**src/include/cmpdc_cfg.svh**
```systemverilog
`ifndef CMPDC_CFG_SVH
`define CMPDC_CFG_SVH
// Byte offsets of the register words
`define CMPDC_OFF_CTRL_A1   8'h00
`define CMPDC_OFF_CTRL_B1   8'h04
`define CMPDC_OFF_CTRL_A2   8'h08
`define CMPDC_OFF_CTRL_B2   8'h0C
`define CMPDC_OFF_MIRROR    8'h10
`define CMPDC_OFF_FLAGS     8'h14
// Control A fields
`define CMPDC_A_ENABLE      7
`define CMPDC_A_RESULT      6
`define CMPDC_A_PIN_EN      5
`define CMPDC_A_INVERT      4
`define CMPDC_A_SPEED       2
`define CMPDC_A_HYST        1
`define CMPDC_A_SYNC        0
`define CMPDC_A_WMASK       8'hB7
`define CMPDC_A_RESET       8'h04
// Control B fields
`define CMPDC_B_RISE        7
`define CMPDC_B_FALL        6
`define CMPDC_B_PLUS_HI     5
`define CMPDC_B_PLUS_LO     4
`define CMPDC_B_MINUS_HI    1
`define CMPDC_B_MINUS_LO    0
`define CMPDC_B_WMASK       8'hF3
`define CMPDC_B_RESET       8'h00
// Plus input codes
`define CMPDC_PLUS_OWN      2'h0
`define CMPDC_PLUS_DAC      2'h1
`define CMPDC_PLUS_FIXED    2'h2
`define CMPDC_PLUS_SHARED   2'h3
`endif

```
**src/include/cmpdc_pkg.sv**
```systemverilog
package cmpdc_pkg;
  typedef logic [7:0] cmpdc_byte_t;
  typedef enum logic [3:0]
  {
    CMPDC_PLUS_SEL_OWN    = 4'h1,
    CMPDC_PLUS_SEL_DAC    = 4'h2,
    CMPDC_PLUS_SEL_FIXED  = 4'h4,
    CMPDC_PLUS_SEL_SHARED = 4'h8
  } cmpdc_plus_e;
  typedef enum logic [1:0]
  {
    CMPDC_BUS_IDLE = 2'h1,
    CMPDC_BUS_DATA = 2'h2
  } cmpdc_bus_e;
endpackage

```
**src/include/cmpdc_chan_if.sv**
```systemverilog
`timescale 1ns/1ps
interface cmpdc_chan_if;
  logic [7:0] ctrl_a;
  logic [7:0] ctrl_b;
  logic       analog_raw;
  logic       timer_clk_raw;
  logic       result;
  logic       timer_result;
  logic       edge_hit;
  modport top  (output ctrl_a, output ctrl_b, output analog_raw, output timer_clk_raw,
                input result, input timer_result, input edge_hit);
  modport chan (input ctrl_a, input ctrl_b, input analog_raw, input timer_clk_raw,
                output result, output timer_result, output edge_hit);
endinterface

```
**src/design/cmpdc_channel.sv**
```systemverilog
`timescale 1ns/1ps
`include "cmpdc_cfg.svh"
module cmpdc_channel
(
  input  wire logic hclk,
  input  wire logic hresetn,
  cmpdc_chan_if.chan ch
);
  import cmpdc_pkg::*;
  logic [2:0] ana_sync;
  logic [2:0] tck_sync;
  logic       ana_stable;
  logic       tck_stable;
  logic       result;
  logic       sync_latch;
  logic       next_ana_stable;
  logic       next_tck_stable;
  logic       next_result;
  logic       next_sync_latch;
  logic       polar;
  logic       tck_fall;

  always_comb
  begin
    // Core output only counts while enabled; polarity applies regardless
    polar           = (ch.analog_raw & ch.ctrl_a[`CMPDC_A_ENABLE]) ^ ch.ctrl_a[`CMPDC_A_INVERT];
    next_ana_stable = (ana_sync[2] == ana_sync[1]) ? ana_sync[1] : ana_stable;
    next_tck_stable = (tck_sync[2] == tck_sync[1]) ? tck_sync[1] : tck_stable;
    tck_fall        = tck_stable & ~next_tck_stable;
    next_result     = (ana_stable & ch.ctrl_a[`CMPDC_A_ENABLE]) ^ ch.ctrl_a[`CMPDC_A_INVERT];
    // Prescaled timer clock is what arrives here, so sampling its fall suffices
    next_sync_latch = tck_fall ? result : sync_latch;
  end

  always_ff @(posedge hclk or negedge hresetn)
  begin
    if (!hresetn)
    begin
      ana_sync   <= 3'h0;
      tck_sync   <= 3'h0;
      ana_stable <= 1'b0;
      tck_stable <= 1'b0;
      result     <= 1'b0;
      sync_latch <= 1'b0;
    end
    else
    begin
      ana_sync   <= {ana_sync[1:0], ch.analog_raw};
      tck_sync   <= {tck_sync[1:0], ch.timer_clk_raw};
      ana_stable <= next_ana_stable;
      tck_stable <= next_tck_stable;
      result     <= next_result;
      sync_latch <= next_sync_latch;
    end
  end

  assign ch.result = result;
  // Unsynchronised path stays combinational, glitches pass to the pin
  assign ch.timer_result = ch.ctrl_a[`CMPDC_A_SYNC] ? sync_latch : polar;
  // Toggling enable or invert also changes next_result and is caught here
  assign ch.edge_hit = (ch.ctrl_b[`CMPDC_B_RISE] & ~result & next_result)
                     | (ch.ctrl_b[`CMPDC_B_FALL] & result & ~next_result);
  logic unused_polar_e;
  assign unused_polar_e = ana_sync[0] & 1'b0;
endmodule

```
**src/design/cmpdc_top.sv**
```systemverilog
// The implementer's own choices: the AHB-Lite register port and the address map.
`timescale 1ns/1ps
`include "cmpdc_cfg.svh"
// Contract
// - Enable bit turns comparator on/off
// - Result reads 1 when plus exceeds minus
// - Pin enable overrides port data, direction gates
// - Invert bit inverts comparator output
// - Unimplemented bits ignore writes, read zero
// - Speed select resets to one
// - Hysteresis bit switches comparator hysteresis
// - Sync bit latches result on timer fall
// - Rising edge enable sets event flag
// - Falling edge enable sets event flag
// - Plus select codes own, DAC, fixed
// - Code three: shared pin or ground
// - Minus select picks one of four pins
// - Mirror holds both comparator results
// - Other bits reset to zero
// - Flag sticky; set wins over clear
// - Enable/invert toggles pass edge detection
// - Result registered per cycle; pin unregistered unless the sync bit is set
// - Sync uses prescaled timer clock
module cmpdc_top
(
  input  wire logic               hclk,
  input  wire logic               hresetn,
  input  wire logic               hsel,
  input  wire logic [7:0]         haddr,
  input  wire logic [1:0]         htrans,
  input  wire logic               hwrite,
  input  wire logic [2:0]         hsize,
  input  wire logic [31:0]        hwdata,
  input  wire logic               hready,
  output logic [31:0]             hrdata,
  output logic                    hreadyout,
  output logic                    hresp,
  input  wire logic [1:0]         analog_out,
  input  wire logic [1:0]         timer_clk,
  input  wire logic [1:0]         pin_direction_bit,
  input  wire logic [1:0]         port_data,
  output logic [1:0]              pin_out,
  output logic [1:0]              pin_oe,
  output logic [1:0]              timer_result,
  output logic [1:0]              comparator_on,
  output logic [1:0]              speed_select,
  output logic [1:0]              hysteresis_enable,
  output cmpdc_pkg::cmpdc_plus_e  plus_input_one,
  output cmpdc_pkg::cmpdc_plus_e  plus_input_two,
  output logic [1:0]              minus_input_one,
  output logic [1:0]              minus_input_two,
  output logic                    plus_to_ground_two,
  output logic [1:0]              comparator_event_flag
);
  import cmpdc_pkg::*;

  cmpdc_byte_t ctrl_a [2];
  cmpdc_byte_t ctrl_b [2];
  cmpdc_byte_t next_ctrl_a [2];
  cmpdc_byte_t next_ctrl_b [2];
  logic [1:0]  flag;
  logic [1:0]  next_flag;
  logic [1:0]  result;
  logic [1:0]  edge_hit;
  logic [1:0]  tres;
  logic [7:0]  wr_addr;
  logic        wr_pend;
  logic [7:0]  next_wr_addr;
  logic        next_wr_pend;
  logic [31:0] next_hrdata;
  cmpdc_bus_e  bus_state;
  cmpdc_bus_e  next_bus_state;
  logic        take;
  cmpdc_byte_t rd_byte;

  function automatic cmpdc_plus_e plus_decode(input logic [1:0] code);
    cmpdc_plus_e sel;
    case (code)
      `CMPDC_PLUS_OWN:    sel = CMPDC_PLUS_SEL_OWN;
      `CMPDC_PLUS_DAC:    sel = CMPDC_PLUS_SEL_DAC;
      `CMPDC_PLUS_FIXED:  sel = CMPDC_PLUS_SEL_FIXED;
      default:            sel = CMPDC_PLUS_SEL_SHARED;
    endcase
    return sel;
  endfunction

  genvar gi;
  generate
    for (gi = 0; gi < 2; gi++)
    begin : g_chan
      cmpdc_chan_if cif ();
      assign cif.ctrl_a        = ctrl_a[gi];
      assign cif.ctrl_b        = ctrl_b[gi];
      assign cif.analog_raw    = analog_out[gi];
      assign cif.timer_clk_raw = timer_clk[gi];
      assign result[gi]        = cif.result;
      assign tres[gi]          = cif.timer_result;
      assign edge_hit[gi]      = cif.edge_hit;
      cmpdc_channel u_chan
      (
        .hclk    (hclk),
        .hresetn (hresetn),
        .ch      (cif.chan)
      );
      // Override is independent of the enable bit
      assign pin_out[gi]           = ctrl_a[gi][`CMPDC_A_PIN_EN] ? tres[gi] : port_data[gi];
      assign pin_oe[gi]            = ~pin_direction_bit[gi];
      assign timer_result[gi]      = tres[gi];
      assign comparator_on[gi]     = ctrl_a[gi][`CMPDC_A_ENABLE];
      assign speed_select[gi]      = ctrl_a[gi][`CMPDC_A_SPEED];
      assign hysteresis_enable[gi] = ctrl_a[gi][`CMPDC_A_HYST];
    end
  endgenerate

  assign plus_input_one  = plus_decode(ctrl_b[0][`CMPDC_B_PLUS_HI:`CMPDC_B_PLUS_LO]);
  assign plus_input_two  = plus_decode(ctrl_b[1][`CMPDC_B_PLUS_HI:`CMPDC_B_PLUS_LO]);
  // Second channel's code three means ground rather than the shared pin
  assign plus_to_ground_two = (plus_input_two == CMPDC_PLUS_SEL_SHARED);
  assign minus_input_one = ctrl_b[0][`CMPDC_B_MINUS_HI:`CMPDC_B_MINUS_LO];
  assign minus_input_two = ctrl_b[1][`CMPDC_B_MINUS_HI:`CMPDC_B_MINUS_LO];
  assign comparator_event_flag = flag;
  assign hreadyout = 1'b1;
  assign hresp     = 1'b0;
  assign take      = hsel & hready & htrans[1];

  always_comb
  begin
    rd_byte = 8'h00;
    case (haddr)
      // Result bit always comes from hardware, never from storage
      `CMPDC_OFF_CTRL_A1: rd_byte = (ctrl_a[0] & `CMPDC_A_WMASK) | {1'b0, result[0], 6'h00};
      `CMPDC_OFF_CTRL_B1: rd_byte = ctrl_b[0] & `CMPDC_B_WMASK;
      `CMPDC_OFF_CTRL_A2: rd_byte = (ctrl_a[1] & `CMPDC_A_WMASK) | {1'b0, result[1], 6'h00};
      `CMPDC_OFF_CTRL_B2: rd_byte = ctrl_b[1] & `CMPDC_B_WMASK;
      `CMPDC_OFF_MIRROR:  rd_byte = {6'h00, result[1], result[0]};
      `CMPDC_OFF_FLAGS:   rd_byte = {6'h00, flag};
      default:            rd_byte = 8'h00;
    endcase
  end

  always_comb
  begin
    next_bus_state = bus_state;
    next_wr_pend   = 1'b0;
    next_wr_addr   = wr_addr;
    next_hrdata    = hrdata;
    next_ctrl_a    = ctrl_a;
    next_ctrl_b    = ctrl_b;
    // Set wins: an edge in the clearing cycle keeps the flag
    next_flag      = flag;
    if (wr_pend && wr_addr == `CMPDC_OFF_FLAGS)
    begin
      next_flag = flag & ~hwdata[1:0];
    end
    next_flag = next_flag | edge_hit;
    if (wr_pend)
    begin
      case (wr_addr)
        `CMPDC_OFF_CTRL_A1: next_ctrl_a[0] = hwdata[7:0] & `CMPDC_A_WMASK;
        `CMPDC_OFF_CTRL_B1: next_ctrl_b[0] = hwdata[7:0] & `CMPDC_B_WMASK;
        `CMPDC_OFF_CTRL_A2: next_ctrl_a[1] = hwdata[7:0] & `CMPDC_A_WMASK;
        `CMPDC_OFF_CTRL_B2: next_ctrl_b[1] = hwdata[7:0] & `CMPDC_B_WMASK;
        default:            next_ctrl_b[0] = next_ctrl_b[0];
      endcase
    end
    case (bus_state)
      CMPDC_BUS_IDLE:
      begin
        if (take)
        begin
          next_bus_state = CMPDC_BUS_DATA;
          next_wr_pend   = hwrite;
          next_wr_addr   = haddr;
          next_hrdata    = hwrite ? 32'h0000_0000 : {24'h00_0000, rd_byte};
        end
      end
      CMPDC_BUS_DATA:
      begin
        next_bus_state = CMPDC_BUS_IDLE;
        if (take)
        begin
          next_bus_state = CMPDC_BUS_DATA;
          next_wr_pend   = hwrite;
          next_wr_addr   = haddr;
          next_hrdata    = hwrite ? 32'h0000_0000 : {24'h00_0000, rd_byte};
        end
      end
      default:
        next_bus_state = CMPDC_BUS_IDLE;
    endcase
  end

  always_ff @(posedge hclk or negedge hresetn)
  begin
    if (!hresetn)
    begin
      ctrl_a[0] <= `CMPDC_A_RESET;
      ctrl_a[1] <= `CMPDC_A_RESET;
      ctrl_b[0] <= `CMPDC_B_RESET;
      ctrl_b[1] <= `CMPDC_B_RESET;
      flag      <= 2'h0;
      wr_pend   <= 1'b0;
      wr_addr   <= 8'h00;
      hrdata    <= 32'h0000_0000;
      bus_state <= CMPDC_BUS_IDLE;
    end
    else
    begin
      ctrl_a    <= next_ctrl_a;
      ctrl_b    <= next_ctrl_b;
      flag      <= next_flag;
      wr_pend   <= next_wr_pend;
      wr_addr   <= next_wr_addr;
      hrdata    <= next_hrdata;
      bus_state <= next_bus_state;
    end
  end

  logic unused_bits;
  assign unused_bits = ^{hsize, hwdata[31:8]};
endmodule

```
**config.mk**
```make
export PLATFORM = sky130hd
export DESIGN_NAME = cmpdc_top
export DESIGN_NICKNAME = d
export VERILOG_FILES = /design/src/include/cmpdc_pkg.sv /design/src/include/cmpdc_chan_if.sv /design/src/design/cmpdc_channel.sv /design/src/design/cmpdc_top.sv
export VERILOG_INCLUDE_DIRS = /design/src /design/src/include
export SDC_FILE = /design/constraint.sdc
export NUM_CORES = 1
export LEC_CHECK = 0
export ABC_AREA = 0
export ABC_CLOCK_PERIOD_IN_PS = 2600
export BUFFER_PORTS_ARGS = -buffer_cell sky130_fd_sc_hd__buf_4
export CAP_MARGIN = 10
export CORE_MARGIN = 3
export CORE_UTILIZATION = 35
export CTS_CLUSTER_SIZE = 14
export DETAILED_ROUTE_END_ITERATION = 16
export PLACE_DENSITY_LB_ADDON = 0.12
export SYNTH_ARGS = -nofsm -noshare
export SYNTH_HDL_FRONTEND = slang
export SYNTH_SLANG_ARGS = --single-unit
```
**constraint.sdc**
```tcl
create_clock -name hclk -period 2.6 [get_ports hclk]
set_clock_uncertainty 0.15 [all_clocks]
set_input_delay 0.65 -clock hclk [delete_from_list [all_inputs] [get_ports hclk]]
set_output_delay 0.65 -clock hclk [all_outputs]
set_load 0.02 [all_outputs]
```
* Word-level counts from Yosys, hierarchy flattened
Index checks and enable logic that the tools add are counted.
** Word-level totals
- Bits in writable memories :: 0
- Latch bits :: 0
- Memories kept :: 0
- Bits in registers :: 89
- Bits in read-only memories :: 0
- Input bits :: 58
** Operators by class
- Reductions and logical operators :: 11
- Bitwise operators :: 35
- Equality and inequality tests :: 21
- Divide/modulo/power cells :: 0
- Multiply operators :: 0
- Mux-type cells :: 16
- $add $sub $neg :: 0
- Shift operators :: 0
- Magnitude comparators :: 0
** Operator list (count)
- 8-bit one-hot mux with 6 select lines :: 1
- 8-bit by 4-bit equality test with 1-bit output (second input constant) :: 4
- 8-bit by 5-bit equality test with 1-bit output (second input constant) :: 3
- 4-bit one-hot mux with 3 select lines :: 2
- 1-bit AND :: 16
- 8-bit by 3-bit equality test with 1-bit output (second input constant) :: 2
- 8-bit zero test :: 2
- 8-bit by 7-bit OR with 8-bit output :: 2
- 2-bit AND reduction :: 5
- 1-bit 2-to-1 mux :: 8
- 8-bit 2-to-1 mux :: 1
- 1-bit NOT :: 8
- 2-bit by 1-bit equality test with 1-bit output (second input constant) :: 3
- 2-bit equality test (second input constant) :: 3
- 2-bit 2-to-1 mux :: 3
- 1-bit equality test :: 4
- 4-bit equality test (second input constant) :: 1
- 2-bit zero test :: 2
- 2-bit one-hot mux with 2 select lines :: 1
- 1-bit bitwise XOR :: 4
- 2-bit AND :: 1
- 2-bit inequality test (second input constant) :: 1
- 2-bit NOT :: 1
- 1-bit OR :: 2
- 3 further kinds :: 3

* Longest topological paths before layout
- Depth after elaboration :: 6
- Mapped depth :: 6
- Depth with buffers taken out :: 6

* By module
Synthesis repeated with hierarchy kept, for this count alone.
** Unflattened totals
- Cells, all modules :: 268
- Area, all modules :: 3061.7 um^2
** By module, submodules not included
- cmpdc_top :: cells an instance 220, instances 1, area each 2361.0 um^2, seq. area each 1104.8 um^2
- cmpdc_channel :: cells an instance 24, instances 2, area each 350.3 um^2, seq. area each 250.2 um^2

* Least setup slack after synthesis
OpenSTA, ideal clock, no wires.
- Kind :: register to register
- Start point :: register wr_addr[1]
- End point :: register ctrl_a, in the netlist g_chan[0].cif.ctrl_a[0]
- Setup slack :: 0.425 ns
- Stages on the path, launching flop included :: 5
- Data arrival time :: 1.900 ns
- Path buffers :: 0
- Cells stage by stage :: dfrtp_1 > or4_4 > nor4b_4 > nor3b_4 > mux2_2
** On the way
- Cells in the longest elaborated chain, start to end :: 2
** RTL lines
- start, declared :: line cmpdc_top.sv:66 : logic [7:0] wr_addr;
- start signal, assigned :: line cmpdc_top.sv:213 : wr_addr <= next_wr_addr;
- 8-bit zero test :: line cmpdc_top.sv:158 : case (wr_addr)
- 2-bit AND reduction (no source line)
- end signal, assigned :: line cmpdc_top.sv:209 : ctrl_a <= next_ctrl_a;
- end, declared :: line cmpdc_top.sv:57 : cmpdc_byte_t ctrl_a [2];
Every way passes these cells.
A chain may end at the register's enable or synchronous reset.

* Final worst setup path
- Start point :: register ctrl_a, in the netlist g_chan[1].cif.ctrl_a[7]
- End point :: output port pin_out[1]
** On the way
- Cells in the longest elaborated chain, start to end :: 4
** RTL lines
- 1-bit AND :: line cmpdc_channel.sv:26 : polar = (ch.analog_raw & ch.ctrl_a[`CMPDC_A_ENABLE]) ^ ch.ctrl_a[`CMPDC_A_INVERT];
- 1-bit bitwise XOR :: line cmpdc_channel.sv:26
- 1-bit 2-to-1 mux :: line cmpdc_channel.sv:59 : assign ch.timer_result = ch.ctrl_a[`CMPDC_A_SYNC] ? sync_latch : polar;
- 1-bit 2-to-1 mux :: line cmpdc_top.sv:106 : assign pin_out[gi] = ctrl_a[gi][`CMPDC_A_PIN_EN] ? tres[gi] : port_data[gi];
- end, declared :: line cmpdc_top.sv:42 : output logic [1:0] pin_out,
Every way passes these cells.

==> qor.csv <==
stage,metric,value,unit
sta,final-report hold violation count,0,
final_layout,layout cell share with drive strength beyond 1,0.361,
cts,CTS Buf Count,9,
power,Psw,990,µW
synth,Synth Area in XOR/XNOR,0.0115,
cts,clk sinks,64,
drt,average wire per standard cell,14.9,µm
sta,max-slew violations,0,
global_routing,global-route wire length before repair,10500,µm
global_routing,vias in the first global route,2009,
run,MaxCap Viol Count,0,
synth,ys flop type,dfrtp_1,
sta,fin crit period,2.46,ns
critical_path,FF-to-FF End,g_chan[0].cif.ctrl_a[7],
final_layout,Multi-input gate area,0.00120,mm²
drt,Total Wirelength,6480,µm
power,overall power,3.09,mW
critical_path,Setup crit end kind,primary output,
final_layout,Sequential Area,0.00161,mm²
drt,starting DRC count in detailed routing,53,
floorplanning,Starting Density,0.366,
synth,post-synthesis compound-gate area fraction,0.0455,
drt,first-pass iteration count of the detailed router,4,
hold_path,Hold EP,g_chan[1].u_chan.ana_sync[1],
place,port buffer count,62,
critical_path,Critical Path Fanout Max,5,
critical_path,R2R Path Start,wr_addr[1],
global_routing,initial antenna violation count,0,
power,Clock Power Share,0.278,
floorplanning,die height,99.4,µm
floorplanning,total core area,0.00834,mm²
critical_path,r2r setup slk,0.23,ns
cts,Post-CTS Setup Inserts,0,
global_routing,gr ovfl total,0,
power,Pleak,1.80,nW
synth,YS warnings,0,
drt,vias post-DR,1998,
synth,Syn Inst Count,267,
floorplanning,IO Pins,119,
cts,worst-case clock buffer depth,2,
power,Flop pwr share,0.457,
final_layout,final instance area,0.00366,mm²
sta,unrepaired setup endpoints after global routing,no,
global_routing,largest net degree at the start of global routing,65,
critical_path,worst-case reg-to-reg path depth,5,
synth,simple-gate share of the synthesized area,0.141,
synth,mux cell area share after synthesis,0.141,
synth,synthesized flop and latch total,64,
sta,Rel. slew slack,0.465,
cts,clk_lat worst skew,0.34,ns
critical_path,CP startpoint kind,flip-flop,
hold_path,Hold Path Depth,0,
synth,cell area after synthesis,0.00305,mm²
final_layout,ANT cells,0,
cts,Post-CTS Hold Buffers,0,
global_routing,global-route usage over all layers,0.139,
final_layout,"commonest non-fill, non-tap cell in the layout",buf_4,
cts,root buf cell,clkbuf_8,
power,P_int,2.11,mW
critical_path,CP Class,reg -> out,
final_layout,nets,385,
final_layout,# fillers,791,
place,gp weighted congestion,0.767,
drt,remaining antenna violation count,0,
sta,fin crit share,0.945,
synth,asr flop ratio synth,1.00,
synth,"Seq/Total Area, Yosys",0.526,
place,hpwl dp,4810,µm
place,"Cell Area, Placed",0.00346,mm²
sta,setup violators final,0,
critical_path,WP data arrival,1.66,ns
floorplanning,Die ar.,0.00987,mm²
cts,number of H-tree levels,3,
synth,synthesized area per cell,11.4,µm²
sta,final setup TNS,0,ns
cts,CTS tree,built,
sta,maximum clock rate,407,MHz
synth,post-synthesis adder-cell area fraction,0.0213,
cts,CTS resizes,0,
critical_path,CP required,1.80,ns
final_layout,"commonest non-fill, non-tap cells in the layout","67 x buf_4, 61 x dfrtp_1, 43 x nand2_1",
drt,DR DRC count,0,
synth,Synth cell types,40,
power,logic gate share of total power,0.265,
outcome,run status,finished clean,
sta,Worst Tran Pin Value,0.803,ns
power,switching portion of total power,0.320,
hold_path,min-delay worst type,reg -> reg,
power,PD cells,846,mW/mm²
synth,largest family of logic cells by synthesized area,multiplexers,
synth,number of flops mapped to enable cells by yosys,0,
floorplanning,Placement Rows,33,
power,worst IR drop on VDD,0.383,mV
final_layout,layout overhead on the synthesized area,19.9,%
floorplanning,Die W,99.4,µm
cts,clock transition at the registers of the reported paths,0.07,ns
drt,DR vias/cell,4.59,
hold_path,worst hold start,g_chan[1].u_chan.ana_sync[0],
final_layout,Layout Utilization,0.438,
[stage by stage]
stage | worst slack [ns] | instances | hold WS, ns
2_1_floorplan | 0.425 | 292 | 0.181
3_3_place_gp | 0.173 | 419 | 0.184
3_5_place_dp | 0.178 | 419 | 0.185
4_1_cts | 0.102 | 435 | 0.200
5_1_grt | 0.0368 | 435 | 0.211
6_report | 0.143 | 435 | 0.198
[critical path, stage by stage (launching register included)]
cell and delay [ns]:
dfrtp_1 0.44, nand2_1 0.10, xor2_1 0.13, o21ai_0 0.08, buf_4 0.15, mux2_2 0.26, buf_4 0.16
[state kept, by name (all words and copies together) (netlist names)]
signal / flops
g_chan.u_chan.ch.result: 2
bus_state: 2
g_chan.u_chan.tck_sync: 6
g_chan.cif.ctrl_a: 12
wr_addr: 8
wr_pend: 1
hrdata: 7
g_chan.u_chan.ana_stable: 2
g_chan.u_chan.tck_stable: 2
g_chan.u_chan.ana_sync: 6
g_chan.cif.ctrl_b: 12
g_chan.u_chan.sync_latch: 2
comparator_event_flag: 2
[cell usage after synthesis, types with 2 or more instances]
cell type  count  share of area
a21o_1         2         0.0049
a221o_1        2         0.0066
a221oi_1       4          0.011
and2_1         3         0.0062
and3_1         2         0.0041
buf_4         40          0.098
clkbuf_1       3         0.0037
conb_1         2         0.0025
dfrtp_1       61           0.50
dfstp_2        3          0.026
ha_1           2         0.0082
inv_1          5         0.0062
maj3_1         4          0.013
mux2_2        28           0.10
mux2i_1        7          0.023
mux4_2         2          0.015
nand2_1       43          0.053
nand3_1        2         0.0033
nand4_1        3         0.0062
nor2_1        12          0.015
nor2b_1        8          0.016
o21ai_0        7          0.011
o31ai_1        2         0.0049
or2_2          2         0.0041
xnor2_1        2         0.0057
xor2_1         2         0.0057
[power by group through the flow]
stage / combinational, mW / sequential, mW / clock, mW
after global routing: 0.906 / 1.45 / 0.933
final: 0.819 / 1.42 / 0.860
after detailed placement: 0.830 / 1.44 / 0
after global placement: 0.815 / 1.43 / 0
after floorplan: 0.621 / 1.39 / 0
after CTS: 0.834 / 1.42 / 0.884
[area by class of cell]
class                           instances  share of cell area
Sequential cell                        64               0.439
Multi-Input combinational cell        178               0.328
Timing Repair Buffer                   67               0.138
Clock buffer                           13              0.0434
Tap cell                              105              0.0359
Clock inverter                          3              0.0109
Inverter                                5             0.00513
[metal layers]
| metal | GRT usage | wire (µm) | part of all wire | vias up |
|---|---|---|---|---|
| li1 | - | - | - | 955 |
| met1 | 0.182 | 2980 | 0.46 | 971 |
| met2 | 0.217 | 3050 | 0.47 | 58 |
| met3 | 0.0386 | 347 | 0.054 | 14 |
| met4 | 0.0567 | 107 | 0.017 | 0 |
| met5 | 0 | 0 | 0 | - |
[cells by family after synthesis]
logic type	Yosys count
simple gates	84
flops	64
buf+inv	50
mux	37
compound gates	20
fa+ha+maj	6
xor+xnor	4
other cells	2
[how the worst max path moves through the flow]
| stage | from | to | slack [ns] |
|---|---|---|---|
| 3_3_place_gp | analog_out[1] | pin_out[1] | 0.17 |
| 3_5_place_dp | analog_out[1] | pin_out[1] | 0.18 |
| 2_1_floorplan | wr_addr[1] | g_chan[0].cif.ctrl_a[0] | 0.43 |
| 5_1_grt | g_chan[1].cif.ctrl_a[7] | pin_out[1] | 0.04 |
| 6_report | g_chan[1].cif.ctrl_a[7] | pin_out[1] | 0.14 |
| 4_1_cts | g_chan[1].cif.ctrl_a[7] | pin_out[1] | 0.10 |
No activity file was read; power rests on OpenSTA's default activity.
